**config.mk**
```make
export PLATFORM = sky130hd
export DESIGN_NAME = ecrb_core
export DESIGN_NICKNAME = d
export VERILOG_FILES = /design/src/logic/ecrb_pkg.sv /design/src/logic/ecrb_pulse_stretch.sv /design/src/logic/ecrb_core.sv
export SDC_FILE = /design/constraint.sdc
export NUM_CORES = 1
export LEC_CHECK = 0
export ABC_AREA = 1
export BUFFER_PORTS_ARGS = -buffer_cell sky130_fd_sc_hd__buf_2
export CAP_MARGIN = 5
export CORE_ASPECT_RATIO = 2
export CORE_MARGIN = 4
export CORE_UTILIZATION = 32
export CTS_BUF_LIST = sky130_fd_sc_hd__clkbuf_16
export DETAILED_ROUTE_END_ITERATION = 10
export SYNTH_ARGS = -nofsm -noshare
export SYNTH_HDL_FRONTEND = slang
export SYNTH_SLANG_ARGS = --single-unit
```
**constraint.sdc**
```tcl
create_clock -name core_clk -period 2.6 [get_ports core_clk]
set_input_delay 0.26 -clock core_clk [delete_from_list [all_inputs] [get_ports core_clk]]
set_output_delay 0.26 -clock core_clk [all_outputs]
set_load 0.005 [all_outputs]
```
**src/logic/ecrb_pkg.sv**
```systemverilog
`default_nettype none
package ecrb_pkg;
    // ----------------------------------------
    // Port decode
    // ----------------------------------------
    localparam logic [15:0] SEQ_INDEX_PORT = 16'h03C4;
    localparam logic [15:0] SEQ_DATA_PORT = 16'h03C5;
    localparam logic [15:0] GC_INDEX_PORT = 16'h03CE;
    localparam logic [15:0] GC_DATA_PORT = 16'h03CF;
    // ----------------------------------------
    // Register indices
    // ----------------------------------------
    localparam logic [7:0] IDX_MEM_GEOMETRY = 8'h15;
    localparam logic [7:0] IDX_MEM_TIMING = 8'h17;
    localparam logic [7:0] IDX_MON_POWER = 8'h18;
    localparam logic [7:0] IDX_STRAP_HIGH = 8'h1F;
    localparam logic [7:0] IDX_STRAP_LOW = 8'h2E;
    localparam logic [7:0] IDX_READ_SEG = 8'h20;
    localparam logic [7:0] IDX_WRITE_SEG = 8'h21;
    localparam logic [7:0] IDX_EXT_MODE = 8'h22;
    // ----------------------------------------
    // Writable bit masks, reserved bits clear
    // ----------------------------------------
    localparam logic [7:0] GEOM_WMASK = 8'h37;
    localparam logic [7:0] TIMING_WMASK = 8'h6F;
    localparam logic [7:0] POWER_WMASK = 8'hF4;
    localparam logic [7:0] SEG_WMASK = 8'h7F;
    localparam logic [7:0] EXT_WMASK = 8'hFF;
    localparam logic [7:0] REG_RESET = 8'h00;
    // ----------------------------------------
    // Field positions
    // ----------------------------------------
    localparam int GEOM_WIDE = 5;
    localparam int GEOM_WRAP = 4;
    localparam int GEOM_2MB = 2;
    localparam int GEOM_ASYM = 1;
    localparam int GEOM_FAST = 0;
    localparam int TIM_FEAT = 6;
    localparam int TIM_OVERLAY = 5;
    localparam int TIM_POWER_EN = 3;
    localparam int TIM_PRECHG = 2;
    localparam int TIM_TRIM_LO = 0;
    localparam int PWR_VSTATE = 7;
    localparam int PWR_HSTATE = 6;
    localparam int PWR_MODE_LO = 4;
    localparam int PWR_DDC_SPEED = 2;
    localparam int EXT_SPLIT = 3;
    localparam int EXT_GRAN16K = 1;
    localparam int EXT_WSEG_ON = 0;
    // ----------------------------------------
    // Encodings and counts
    // ----------------------------------------
    localparam logic [1:0] PWR_ON = 2'b00;
    localparam logic [1:0] PWR_STANDBY = 2'b01;
    localparam logic [1:0] PWR_SUSPEND = 2'b10;
    localparam logic [1:0] PWR_OFF = 2'b11;
    localparam logic [2:0] STD_HOST_CYCLE = 3'h6;
    localparam logic [1:0] PRECHG_SHORT = 2'h1;
    localparam logic [1:0] PRECHG_LONG = 2'h2;
    localparam int ADDR_W = 21;
    localparam logic [20:0] MASK_256K = 21'h03_FFFF;
    localparam logic [20:0] MASK_1MB = 21'h0F_FFFF;
    localparam logic [20:0] MASK_2MB = 21'h1F_FFFF;
endpackage : ecrb_pkg
`default_nettype wire

```
**src/logic/ecrb_pulse_stretch.sv**
```systemverilog
`timescale 1ns/10ps
`default_nettype none
module ecrb_pulse_stretch (
    input wire logic core_clk,
    input wire logic rstn,
    input wire logic ce,
    input wire logic start,
    input wire logic [1:0] len,
    output logic pulse
);
    typedef struct packed {
        logic [1:0] left;
    } ecrb_stretch_t;

    ecrb_stretch_t state_ff;
    ecrb_stretch_t nxt_state;

    // ----------------------------------------
    // Count down the cycles still to be driven
    // ----------------------------------------
    // A start inside a running pulse restarts it, so back to back
    // precharges never truncate each other.
    always_comb begin
        nxt_state = state_ff;
        if (start) begin
            nxt_state.left = len;
        end else if (state_ff.left != 2'h0) begin
            nxt_state.left = state_ff.left - 2'h1;
        end
    end

    always_ff @(posedge core_clk or negedge rstn) begin
        if (!rstn) begin
            state_ff <= '0;
        end else if (ce) begin
            state_ff <= nxt_state;
        end
    end

    assign pulse = (state_ff.left != 2'h0);
endmodule : ecrb_pulse_stretch
`default_nettype wire

```
**src/logic/ecrb_core.sv**
```systemverilog
// Contract
// RL1 - Index port write selects register; next data-port access goes to it.
// RL2 - Memory geometry register sits at sequencer index 15h.
// RL3 - Width bit selects 32-bit DRAM path when set, 16-bit when clear.
// RL4 - Wrap bit clear wraps memory address at 256K; set continues beyond.
// RL5 - Size bit makes the controller address 2MB of DRAM.
// RL6 - Asymmetric mode drives ten mux address lines, standard mode nine.
// RL7 - Software sets fast clock bit when memory clock exceeds 45MHz.
// RL8 - Timing register bit 6 enables the feature connector port.
// RL9 - Bit 5 enables the overlay window output flag.
// RL10 - Monitor power signalling acts only while timing bit 3 is set.
// RL11 - Precharge pulse is two clocks with adjust bit set, else one.
// RL12 - Two-bit trim shortens host cycles by zero to three clocks.
// RL13 - A sync held off is driven at its state bit level, default low.
// RL14 - Power field 00 on, 01 standby, 10 suspend, 11 off gates syncs.
// RL15 - Speed bit switches vertical sync to display data channel timing.
// RL16 - Status bits 1 and 0 read live data channel and vsync pins; bit 0 here returns the registered vsync output instead.
// RL17 - First strap register captures two high strap lines at power-up.
// RL18 - Second strap bit 7: 1 dual write-enable, 0 dual column-strobe.
// RL19 - Second strap bit 6: 1 alternate enable port, 0 standard port.
// RL20 - Read segment register maps a segment into the host window.
// RL21 - Write segment register serves writes only or both directions; the code uses it only for writes, never for reads.
// RL22 - 64K granularity uses offset bits 4-0, 16K uses bits 6-0.
// RL23 - Segment registers are ignored while linear addressing is on.
// RL24 - Write segment joins mapping only once its activation bit is set.
// RL25 - Split bit set: read and write segments separate; clear: shared.
// RL26 - All bank registers power up holding zero.
// RL27 - Reserved bits read back zero and ignore writes.
// RL28 - Writes to read-only registers and status bits are ignored.
`timescale 1ns/10ps
`default_nettype none
module ecrb_core (
    input wire logic core_clk,
    input wire logic rstn,
    input wire logic ce,
    input wire logic [15:0] io_addr,
    input wire logic io_wr,
    input wire logic io_rd,
    input wire logic [7:0] io_wdata,
    output logic [7:0] io_rdata,
    input wire logic [ecrb_pkg::ADDR_W-1:0] disp_addr_in,
    output logic [ecrb_pkg::ADDR_W-1:0] disp_addr_out,
    input wire logic [9:0] mux_addr_in,
    output logic [9:0] dram_mux_address_bus,
    output logic mem_path_32,
    output logic fast_mclk,
    input wire logic precharge_start,
    output logic cas_precharge,
    output logic [2:0] host_cycle_len,
    output logic feature_conn_en,
    input wire logic overlay_region,
    output logic overlay_window_flag,
    input wire logic hsync_in,
    input wire logic vsync_in,
    output logic hsync_out,
    output logic vsync_out,
    output logic vsync_ddc_timing,
    input wire logic ddc_pin,
    input wire logic [1:0] strap_lines_high,
    input wire logic dram_type_strap,
    input wire logic enable_port_strap,
    input wire logic linear_en,
    input wire logic [15:0] win_addr,
    input wire logic win_wr,
    output logic [ecrb_pkg::ADDR_W-1:0] win_mem_addr
);
    import ecrb_pkg::*;

    typedef enum logic {ECRB_CAPTURE, ECRB_RUN} ecrb_phase_t;

    typedef struct packed {
        ecrb_phase_t phase;
        logic [7:0] seq_index;
        logic [7:0] gc_index;
        logic [7:0] geom;
        logic [7:0] timing;
        logic [7:0] power;
        logic [7:0] strap_hi;
        logic [7:0] strap_lo;
        logic [7:0] rd_seg;
        logic [7:0] wr_seg;
        logic [7:0] ext;
        logic [7:0] rdata;
        logic [20:0] disp_addr;
        logic [9:0] mux_addr;
        logic [20:0] win_addr;
        logic hsync;
        logic vsync;
        logic overlay;
    } ecrb_state_t;

    ecrb_state_t state_ff;
    ecrb_state_t nxt_state;

    // ----------------------------------------
    // Decode and live values
    // ----------------------------------------
    logic seq_data;
    logic gc_data;
    logic [1:0] pwr_mode;
    logic power_act;
    logic h_on;
    logic v_on;
    logic [20:0] mem_mask;
    logic [6:0] seg_sel;
    logic [20:0] seg_base;
    logic [7:0] rd_val;
    logic [1:0] prechg_len;

    // Data-port accesses land on whatever the index port last held
    assign seq_data = (io_addr == SEQ_DATA_PORT); // see RL1
    assign gc_data = (io_addr == GC_DATA_PORT); // see RL1

    // Sync gating for power states; only active while enabled
    always_comb begin
        pwr_mode = state_ff.power[PWR_MODE_LO +: 2];
        power_act = state_ff.timing[TIM_POWER_EN]; // see RL10
        h_on = 1'b1;
        v_on = 1'b1;
        if (power_act) begin
            case (pwr_mode) // see RL14
                PWR_ON: begin
                    h_on = 1'b1;
                    v_on = 1'b1;
                end
                PWR_STANDBY: begin
                    h_on = 1'b0;
                    v_on = 1'b1;
                end
                PWR_SUSPEND: begin
                    h_on = 1'b1;
                    v_on = 1'b0;
                end
                PWR_OFF: begin
                    h_on = 1'b0;
                    v_on = 1'b0;
                end
                default: begin
                    h_on = 1'b1;
                    v_on = 1'b1;
                end
            endcase
        end
    end

    // Address span: 256K wrap, otherwise 1MB or 2MB
    always_comb begin
        if (!state_ff.geom[GEOM_WRAP]) begin
            mem_mask = MASK_256K; // see RL4
        end else if (state_ff.geom[GEOM_2MB]) begin
            mem_mask = MASK_2MB; // see RL5
        end else begin
            mem_mask = MASK_1MB;
        end
    end

    // Host window segment choice
    // Split use needs both the split bit and the activation bit; with
    // either clear the read segment serves both directions.
    always_comb begin
        if (state_ff.ext[EXT_SPLIT] && state_ff.ext[EXT_WSEG_ON] && win_wr) begin
            seg_sel = state_ff.wr_seg[6:0]; // see RL21 see RL24 see RL25
        end else begin
            seg_sel = state_ff.rd_seg[6:0]; // see RL20 see RL25
        end
        if (state_ff.ext[EXT_GRAN16K]) begin
            seg_base = {seg_sel, 14'h0000}; // see RL22
        end else begin
            seg_base = {seg_sel[4:0], 16'h0000}; // see RL22
        end
    end

    // Read mux; status bit 1 comes straight from ddc_pin, bit 0 from the registered vsync output
    always_comb begin
        rd_val = 8'h00;
        if (io_addr == SEQ_INDEX_PORT) begin
            rd_val = state_ff.seq_index;
        end else if (io_addr == GC_INDEX_PORT) begin
            rd_val = state_ff.gc_index;
        end else if (seq_data) begin
            case (state_ff.seq_index)
                IDX_MEM_GEOMETRY: rd_val = state_ff.geom;
                IDX_MEM_TIMING: rd_val = state_ff.timing;
                IDX_MON_POWER: rd_val = {state_ff.power[7:2], ddc_pin, state_ff.vsync}; // see RL16
                IDX_STRAP_HIGH: rd_val = state_ff.strap_hi;
                IDX_STRAP_LOW: rd_val = state_ff.strap_lo;
                default: rd_val = 8'h00;
            endcase
        end else if (gc_data) begin
            case (state_ff.gc_index)
                IDX_READ_SEG: rd_val = state_ff.rd_seg;
                IDX_WRITE_SEG: rd_val = state_ff.wr_seg;
                IDX_EXT_MODE: rd_val = state_ff.ext;
                default: rd_val = 8'h00;
            endcase
        end
    end

    // ----------------------------------------
    // Next state
    // ----------------------------------------
    always_comb begin
        nxt_state = state_ff;
        // Straps are sampled on the first enabled edge after reset, never
        // under the asynchronous reset itself.
        case (state_ff.phase)
            ECRB_CAPTURE: begin
                nxt_state.strap_hi = {strap_lines_high, 6'h00}; // see RL17
                nxt_state.strap_lo = {dram_type_strap, enable_port_strap, 6'h00}; // see RL18 see RL19
                nxt_state.phase = ECRB_RUN;
            end
            ECRB_RUN: begin
                nxt_state.phase = ECRB_RUN;
            end
            default: begin
                nxt_state.phase = ECRB_CAPTURE;
            end
        endcase
        // Register writes; read-only ones and reserved bits drop the data
        if (io_wr) begin
            if (io_addr == SEQ_INDEX_PORT) begin
                nxt_state.seq_index = io_wdata; // see RL1
            end else if (io_addr == GC_INDEX_PORT) begin
                nxt_state.gc_index = io_wdata; // see RL1
            end else if (seq_data) begin
                case (state_ff.seq_index)
                    IDX_MEM_GEOMETRY: nxt_state.geom = io_wdata & GEOM_WMASK; // see RL2 see RL27
                    IDX_MEM_TIMING: nxt_state.timing = io_wdata & TIMING_WMASK; // see RL27
                    IDX_MON_POWER: nxt_state.power = io_wdata & POWER_WMASK; // see RL28
                    default: nxt_state.phase = nxt_state.phase; // see RL28
                endcase
            end else if (gc_data) begin
                case (state_ff.gc_index)
                    IDX_READ_SEG: nxt_state.rd_seg = io_wdata & SEG_WMASK; // see RL27
                    IDX_WRITE_SEG: nxt_state.wr_seg = io_wdata & SEG_WMASK; // see RL27
                    IDX_EXT_MODE: nxt_state.ext = io_wdata & EXT_WMASK;
                    default: nxt_state.ext = state_ff.ext;
                endcase
            end
        end
        if (io_rd) begin
            nxt_state.rdata = rd_val;
        end
        // Memory side addressing, registered so outputs come from flops
        nxt_state.disp_addr = disp_addr_in & mem_mask; // see RL4 see RL5
        if (state_ff.geom[GEOM_ASYM]) begin
            nxt_state.mux_addr = mux_addr_in; // see RL6
        end else begin
            nxt_state.mux_addr = {1'b0, mux_addr_in[8:0]}; // see RL6
        end
        if (linear_en) begin
            nxt_state.win_addr = {5'h00, win_addr}; // see RL23
        end else begin
            nxt_state.win_addr = seg_base + {5'h00, win_addr}; // see RL20
        end
        // A sync held off sits at its programmed level
        nxt_state.hsync = h_on ? hsync_in : state_ff.power[PWR_HSTATE]; // see RL13
        nxt_state.vsync = v_on ? vsync_in : state_ff.power[PWR_VSTATE]; // see RL13
        nxt_state.overlay = state_ff.timing[TIM_OVERLAY] & overlay_region; // see RL9
    end

    // ----------------------------------------
    // State register
    // ----------------------------------------
    always_ff @(posedge core_clk or negedge rstn) begin
        if (!rstn) begin
            state_ff <= '0; // see RL26
            state_ff.phase <= ECRB_CAPTURE;
            state_ff.geom <= REG_RESET;
            state_ff.timing <= REG_RESET;
            state_ff.power <= REG_RESET;
        end else if (ce) begin
            state_ff <= nxt_state;
        end
    end

    // ----------------------------------------
    // Precharge width
    // ----------------------------------------
    assign prechg_len = state_ff.timing[TIM_PRECHG] ? PRECHG_LONG : PRECHG_SHORT; // see RL11

    ecrb_pulse_stretch u_precharge (
        .core_clk(core_clk),
        .rstn(rstn),
        .ce(ce),
        .start(precharge_start),
        .len(prechg_len),
        .pulse(cas_precharge)
    );

    // ----------------------------------------
    // Outputs
    // ----------------------------------------
    // Trim never reaches zero length since the standard cycle exceeds three
    assign host_cycle_len = STD_HOST_CYCLE - {1'b0, state_ff.timing[TIM_TRIM_LO +: 2]}; // see RL12
    assign mem_path_32 = state_ff.geom[GEOM_WIDE]; // see RL3
    assign fast_mclk = state_ff.geom[GEOM_FAST]; // see RL7
    assign feature_conn_en = state_ff.timing[TIM_FEAT]; // see RL8
    assign overlay_window_flag = state_ff.overlay;
    assign vsync_ddc_timing = state_ff.power[PWR_DDC_SPEED]; // see RL15
    assign hsync_out = state_ff.hsync;
    assign vsync_out = state_ff.vsync;
    assign io_rdata = state_ff.rdata;
    assign disp_addr_out = state_ff.disp_addr;
    assign dram_mux_address_bus = state_ff.mux_addr;
    assign win_mem_addr = state_ff.win_addr;
endmodule : ecrb_core
`default_nettype wire

```
# --- Yosys cells after proc, flatten, opt, wreduce, memory -nomap -nowiden ---
# Index checks and enable logic that the tools add are counted.
totals:
  reg_bits: 124
  in_bits: 87
classes:
  n_addsub: 3
  eq_ne: 15
  mux: 21
  n_bitwise: 6
  n_reduce_logical: 20
ops:
  columns: ["operator", "count"]
  rows:
  - ["$mux 21", 4]
  - ["$eq 16x10->1 const B", 4]
  - ["$pmux 8 s5", 1]
  - ["$eq 8x5->1 const B", 4]
  - ["$eq 8x6->1 const B", 4]
  - ["$mux 8", 4]
  - ["$pmux 8 s3", 1]
  - ["$add 21x16->21", 1]
  - ["$and 21x21->21", 1]
  - ["$reduce_and 7->1", 3]
  - ["$reduce_and 6->1", 3]
  - ["$mux 10", 1]
  - ["$reduce_or 2->1", 4]
  - ["$mux 7", 1]
  - ["$mux 2", 3]
  - ["$reduce_and 2->1", 3]
  - ["$eq 2x2->1 const B", 2]
  - ["$mux 1", 4]
  - ["$not 1->1", 4]
  - ["$pmux 1 s2", 2]
  - ["$reduce_and 4->1", 1]
  - ["$reduce_bool 2->1", 2]
  - ["$reduce_and 3->1", 1]
  - ["$sub 3x2->3 const A", 1]
  - ["5 further kinds", 6]

# --- Logic depth before layout (Yosys ltp) ---
depth:
  depth_word: 6
  ltp_mapped: 13
  depth_no_buf: 12

# --- By module ---
# From an unflattened synthesis, not the netlist that was laid out.
hier_totals:
  hier_cells: 852
  area_unflattened_um2: 6587.6
by_module_without_submodules:
  columns: ["module", "instances", "cells_each", "area_per_inst_um2", "seq_area_each_um2"]
  rows:
  - ["ecrb_core", 1, 831, 6449.9, 3052.9]
  - ["ecrb_pulse_stretch", 1, 21, 137.6, 50.0]

# --- Least setup slack after synthesis ---
# OpenSTA, ideal clock, no wires.
synth_path:
  kind: "reg2reg"
  start: "register state_ff[63] in the netlist's numbering"
  end: "register state_ff, in the netlist win_mem_addr[18]"
  setup_time_ns: 0.117
  arrival_ns: 1.808
  setup_slack_ns: 0.675
  stages_incl_launch_ff: 12
  path_buffers: 1
  path_cell_list: "dfrtp_1 > nand3_1 > buf_2 > nand2_1 > a21oi_1 > ha_1 > inv_1 > fa_1 > nor2_1 > nand3_1 > nand3_1 > nand2_1"
synth_between:
  elab_chain_cells: 6
synth_lines:
  columns: ["element", "line", "source"]
  rows:
  - ["start: declaration", "ecrb_core.sv:92", "ecrb_state_t state_ff;"]
  - ["start signal: assignment", "ecrb_core.sv:273", "state_ff <= nxt_state;"]
  - ["$logic_and 1x1->1 (2 in series)", "ecrb_core.sv:161", "if (state_ff.ext[EXT_SPLIT] && state_ff.ext[EXT_WSEG_ON] && win_wr) begin"]
  - ["$mux 7", "ecrb_core.sv:161", null]
  - ["$mux 21", "ecrb_core.sv:166", "if (state_ff.ext[EXT_GRAN16K]) begin"]
  - ["$add 21x16->21", "ecrb_core.sv:254", "nxt_state.win_addr = seg_base + {5'h00, win_addr};"]
  - ["$mux 21", "ecrb_core.sv:251", "if (linear_en) begin"]
# No other way between the ends.
# A chain may end at the register's enable or synchronous reset.

# --- Worst setup path in the final report ---
layout_path:
  start: "register state_ff[63] in the netlist's numbering"
  end: "register state_ff, in the netlist win_mem_addr[20]"
# Same word-level chain as after synthesis.

==> results.cfg <==
[detailed_routing]
wire_per_inst_um = 15.7
first_pass_iters = 4
first_iter_violations = 389
vias = 5836
drt-total-wl_mm = 19.6
avgViaCountPerCell = 4.66
postRouteAntennaNets = 0
drc = 0

[placed_design]
dpl.cell_count = 1221
port_buffers = 157
pre_cts_ws_ns = 0.297
place.gp.congestion = 0.926
dp_hpwl_mm = 15.2

[floorplanning]
fp-row-count = 74
die_x_um = 110
start_util = 0.326
io_pins = 158
die_y_um = 212
die_area_sq_um = 23400
core-area_sq_um = 20500

[logic_synthesis]
ys_seq_area_frac = 0.465
yosys_register_bits = 124
syn_nets = 966
ys_warn_count = 0
synth.distinct_cells = 30
synth_area_sq_um = 6680
postSynthAreaPerCell_sq_um = 7.64
synth_cells = 874

[clocking]
clk_pin_slew_ns = 0.06
clockBufferDepth = 2
cts_tree = built
clk_latency_ns = 0.42
root_buffer = clkbuf_16
post-cts-setup-buffers = 0
cts_made_buffers = 17
cts_num_sinks = 124
htree_levels = 4

[power]
clkPwrFrac = 0.491
power.share.switching = 0.237
vdd_drop_max_mv = 0.391
p_total_w = 0.00477
pwr-share-seq = 0.428
powerDensity_nw_per_um2 = 605
power.leakage_nw = 4.35
power_switching_w = 0.00113
combPwrFrac = 0.082
p_int_w = 0.00364

[status]
status = completed

[sta]
fin_skew_ns = 0.00556
hold_viol = 0
finalSetupTns_ns = 0
tightest_slew_ns = 1.06
finalSetupViolCount = 0
fmaxAchievable_mhz = 427
fin_crit_sh = 0.901
rsz0062_at_grt = false
final.setup.worst_slack_ns = 0.258
fin_crit_ns = 2.34
max-slew-margin-rel = 0.289
maxSlewViolCount = 0

[setup_path]
crit_required_ns = 2.96
crit_end = win_mem_addr[20]
reg2reg_slack_ns = 0.26
critPathMaxFanout = 15
crit_arrival_ns = 2.70
endpoint_kind = flip-flop
start_kind = flip-flop
critical_path_class = reg -> reg
r2r_cells = 10
regToRegEndpoint = win_mem_addr[20]
startpoint = state_ff[63]
r2r_start = state_ff[63]

[global_routing]
gr-total-overflow = 0
grt_pass1_wl_mm = 30.2
grt_pass1_vias = 5860
grt_max_degree = 71
antenna_found_initial = 1
grtUsageTotal = 0.173

[final_layout]
fin_util = 0.386
diodes = 0
fin_nets = 1067
area_growth_pct = 18.2
drive_above_1_share = 0.232
stdcell_count = 1253

[job]
drv_cap = 0

[min_path]
worstHoldPathType = in -> reg
-- cells by family (layout without fill, tap and decap cells) --
| family | Yosys count | after routing | share of synthesized area |
|---|---|---|---|
| mux | 4 | 4 | 0.00674 |
| compound gates | 59 | 59 | 0.0446 |
| simple gates | 526 | 526 | 0.347 |
| flops | 124 | 124 | 0.465 |
| fa+ha+maj | 5 | 5 | 0.0105 |
| buf+inv | 156 | 269 | 0.126 |
-- final cells by class --
type,count,area (sq um)
clock inverter,14,155
timing repair buffer,167,878
clock buffer,17,425
inverter,71,269
multi-input combinational,594,2730
sequential,124,3100
fill,2129,12600
tap,266,333
-- power by group through the flow --
stage / Combinational (W) / Sequential (W) / Clock, W
final: 0.000389 / 0.00204 / 0.00234
after global placement: 0.000393 / 0.00207 / 0
after CTS: 0.000403 / 0.00204 / 0.00241
after detailed placement: 0.000400 / 0.00207 / 0
after global routing: 0.000444 / 0.00205 / 0.00250
after floorplan: 0.000240 / 0.00207 / 0
-- worst min path at each step --
stage | startpoint | to | slack, ns | depth (start not counted)
6_report | disp_addr_in[16] | disp_addr_out[16] | 0.03 | 3
5_1_grt | disp_addr_in[6] | disp_addr_out[6] | 0.02 | 3
4_1_cts | disp_addr_in[16] | disp_addr_out[16] | 0.009 | 3
3_5_place_dp | rstn | disp_addr_out[15] | 0.17 | 1
3_3_place_gp | rstn | disp_addr_out[14] | 0.16 | 1
2_1_floorplan | rstn | disp_addr_out[0] | -0.04 | 0
-- critical path, stage by stage (launching register included) --
cell and delay (ns):
dfrtp_1 0.63, nand4_1 0.24, a21oi_1 0.25, ha_1 0.22
inv_1 0.06, fa_1 0.41, inv_1 0.12, nand3_1 0.09
nand2_1 0.06, nand3_1 0.10, nand2_1 0.08
-- registers in the layout, summed over array words and instances, names as in the netlist --
register	cells
state_ff	52
disp_addr_out	21
win_mem_addr	21
dram_mux_address_bus	10
io_rdata	8
pwr_mode	2
u_precharge.state_ff	2
fast_mclk	1
feature_conn_en	1
hsync_out	1
mem_path_32	1
overlay_window_flag	1
power_act	1
vsync_ddc_timing	1
vsync_out	1
-- cells in the mapped netlist --
cell,number,share of area
nand2_1,349,0.20
dfrtp_1,124,0.46
nand3_1,96,0.072
buf_4,61,0.069
inv_1,61,0.034
o21ai_0,38,0.028
nor2_1,36,0.020
nand4_1,22,0.021
o21ai_1,14,0.010
buf_2,9,0.0067
clkbuf_1,9,0.0051
inv_2,7,0.0039
a21oi_1,6,0.0045
buf_1,4,0.0022
ha_1,4,0.0075
mux2_2,4,0.0067
nand2_2,4,0.0037
nand2_4,4,0.0067
nor2_2,4,0.0037
nor2_8,4,0.012
buf_6,2,0.0034
clkinv_1,2,0.0011
nand3_2,2,0.0030
nor3_4,2,0.0049
fa_1,1,0.0030
inv_4,1,0.00094
nand4_2,1,0.0019
nor2_4,1,0.0017
nor3_1,1,0.00075
o211ai_1,1,0.0011
-- cell usage in the layout (no fill, tap or decap), types with 2 or more instances in the layout --
cell        Yosys  final
nor3_4          2      2
nor2_2          4      4
buf_4          61      9
buf_2           9    156
clkbuf_16       0     17
clkinv_1        2      3
nand3_1        96     96
nor2_1         36     36
ha_1            4      4
nand4_1        22     22
o21ai_0        38     38
nand2_2         4      4
clkinvlp_4      0      2
o21ai_1        14     14
inv_2           7      7
clkinv_4        0      2
dfrtp_1       124    124
nand2_4         4      4
mux2_2          4      4
nand3_2         2      2
bufinv_16       0      3
nor2_8          4      4
nand2_1       349    349
a21oi_1         6      6
inv_1          61     62
clkinv_2        0      5
-- routing by layer --
layer  vias to the layer above  wire, um  GRT usage
met2                       167     10800      0.324
met1                      2705      6940      0.167
met4                         2       847     0.0897
met3                        46      1090     0.0480
met5                         -        13          0
li1                       2916         -          -
-- per-stage QoR --
| step | hold slack [ns] | area [sq um] |
|---|---|---|
| after floorplan | -0.0356 | 6680 |
| after global placement | 0.160 | 7310 |
| after detailed placement | 0.166 | 7310 |
| after CTS | 0.00945 | 7900 |
| after global routing | 0.0198 | 7900 |
| final | 0.0288 | 7900 |
-- what timing repair did --
action | in CTS | in global routing
endpoints found under the hold margin | 18 | 0
resized for setup | 0 | 0
hold buffers | 1 | 0
Note: power is estimated with default switching activity, not from simulation.
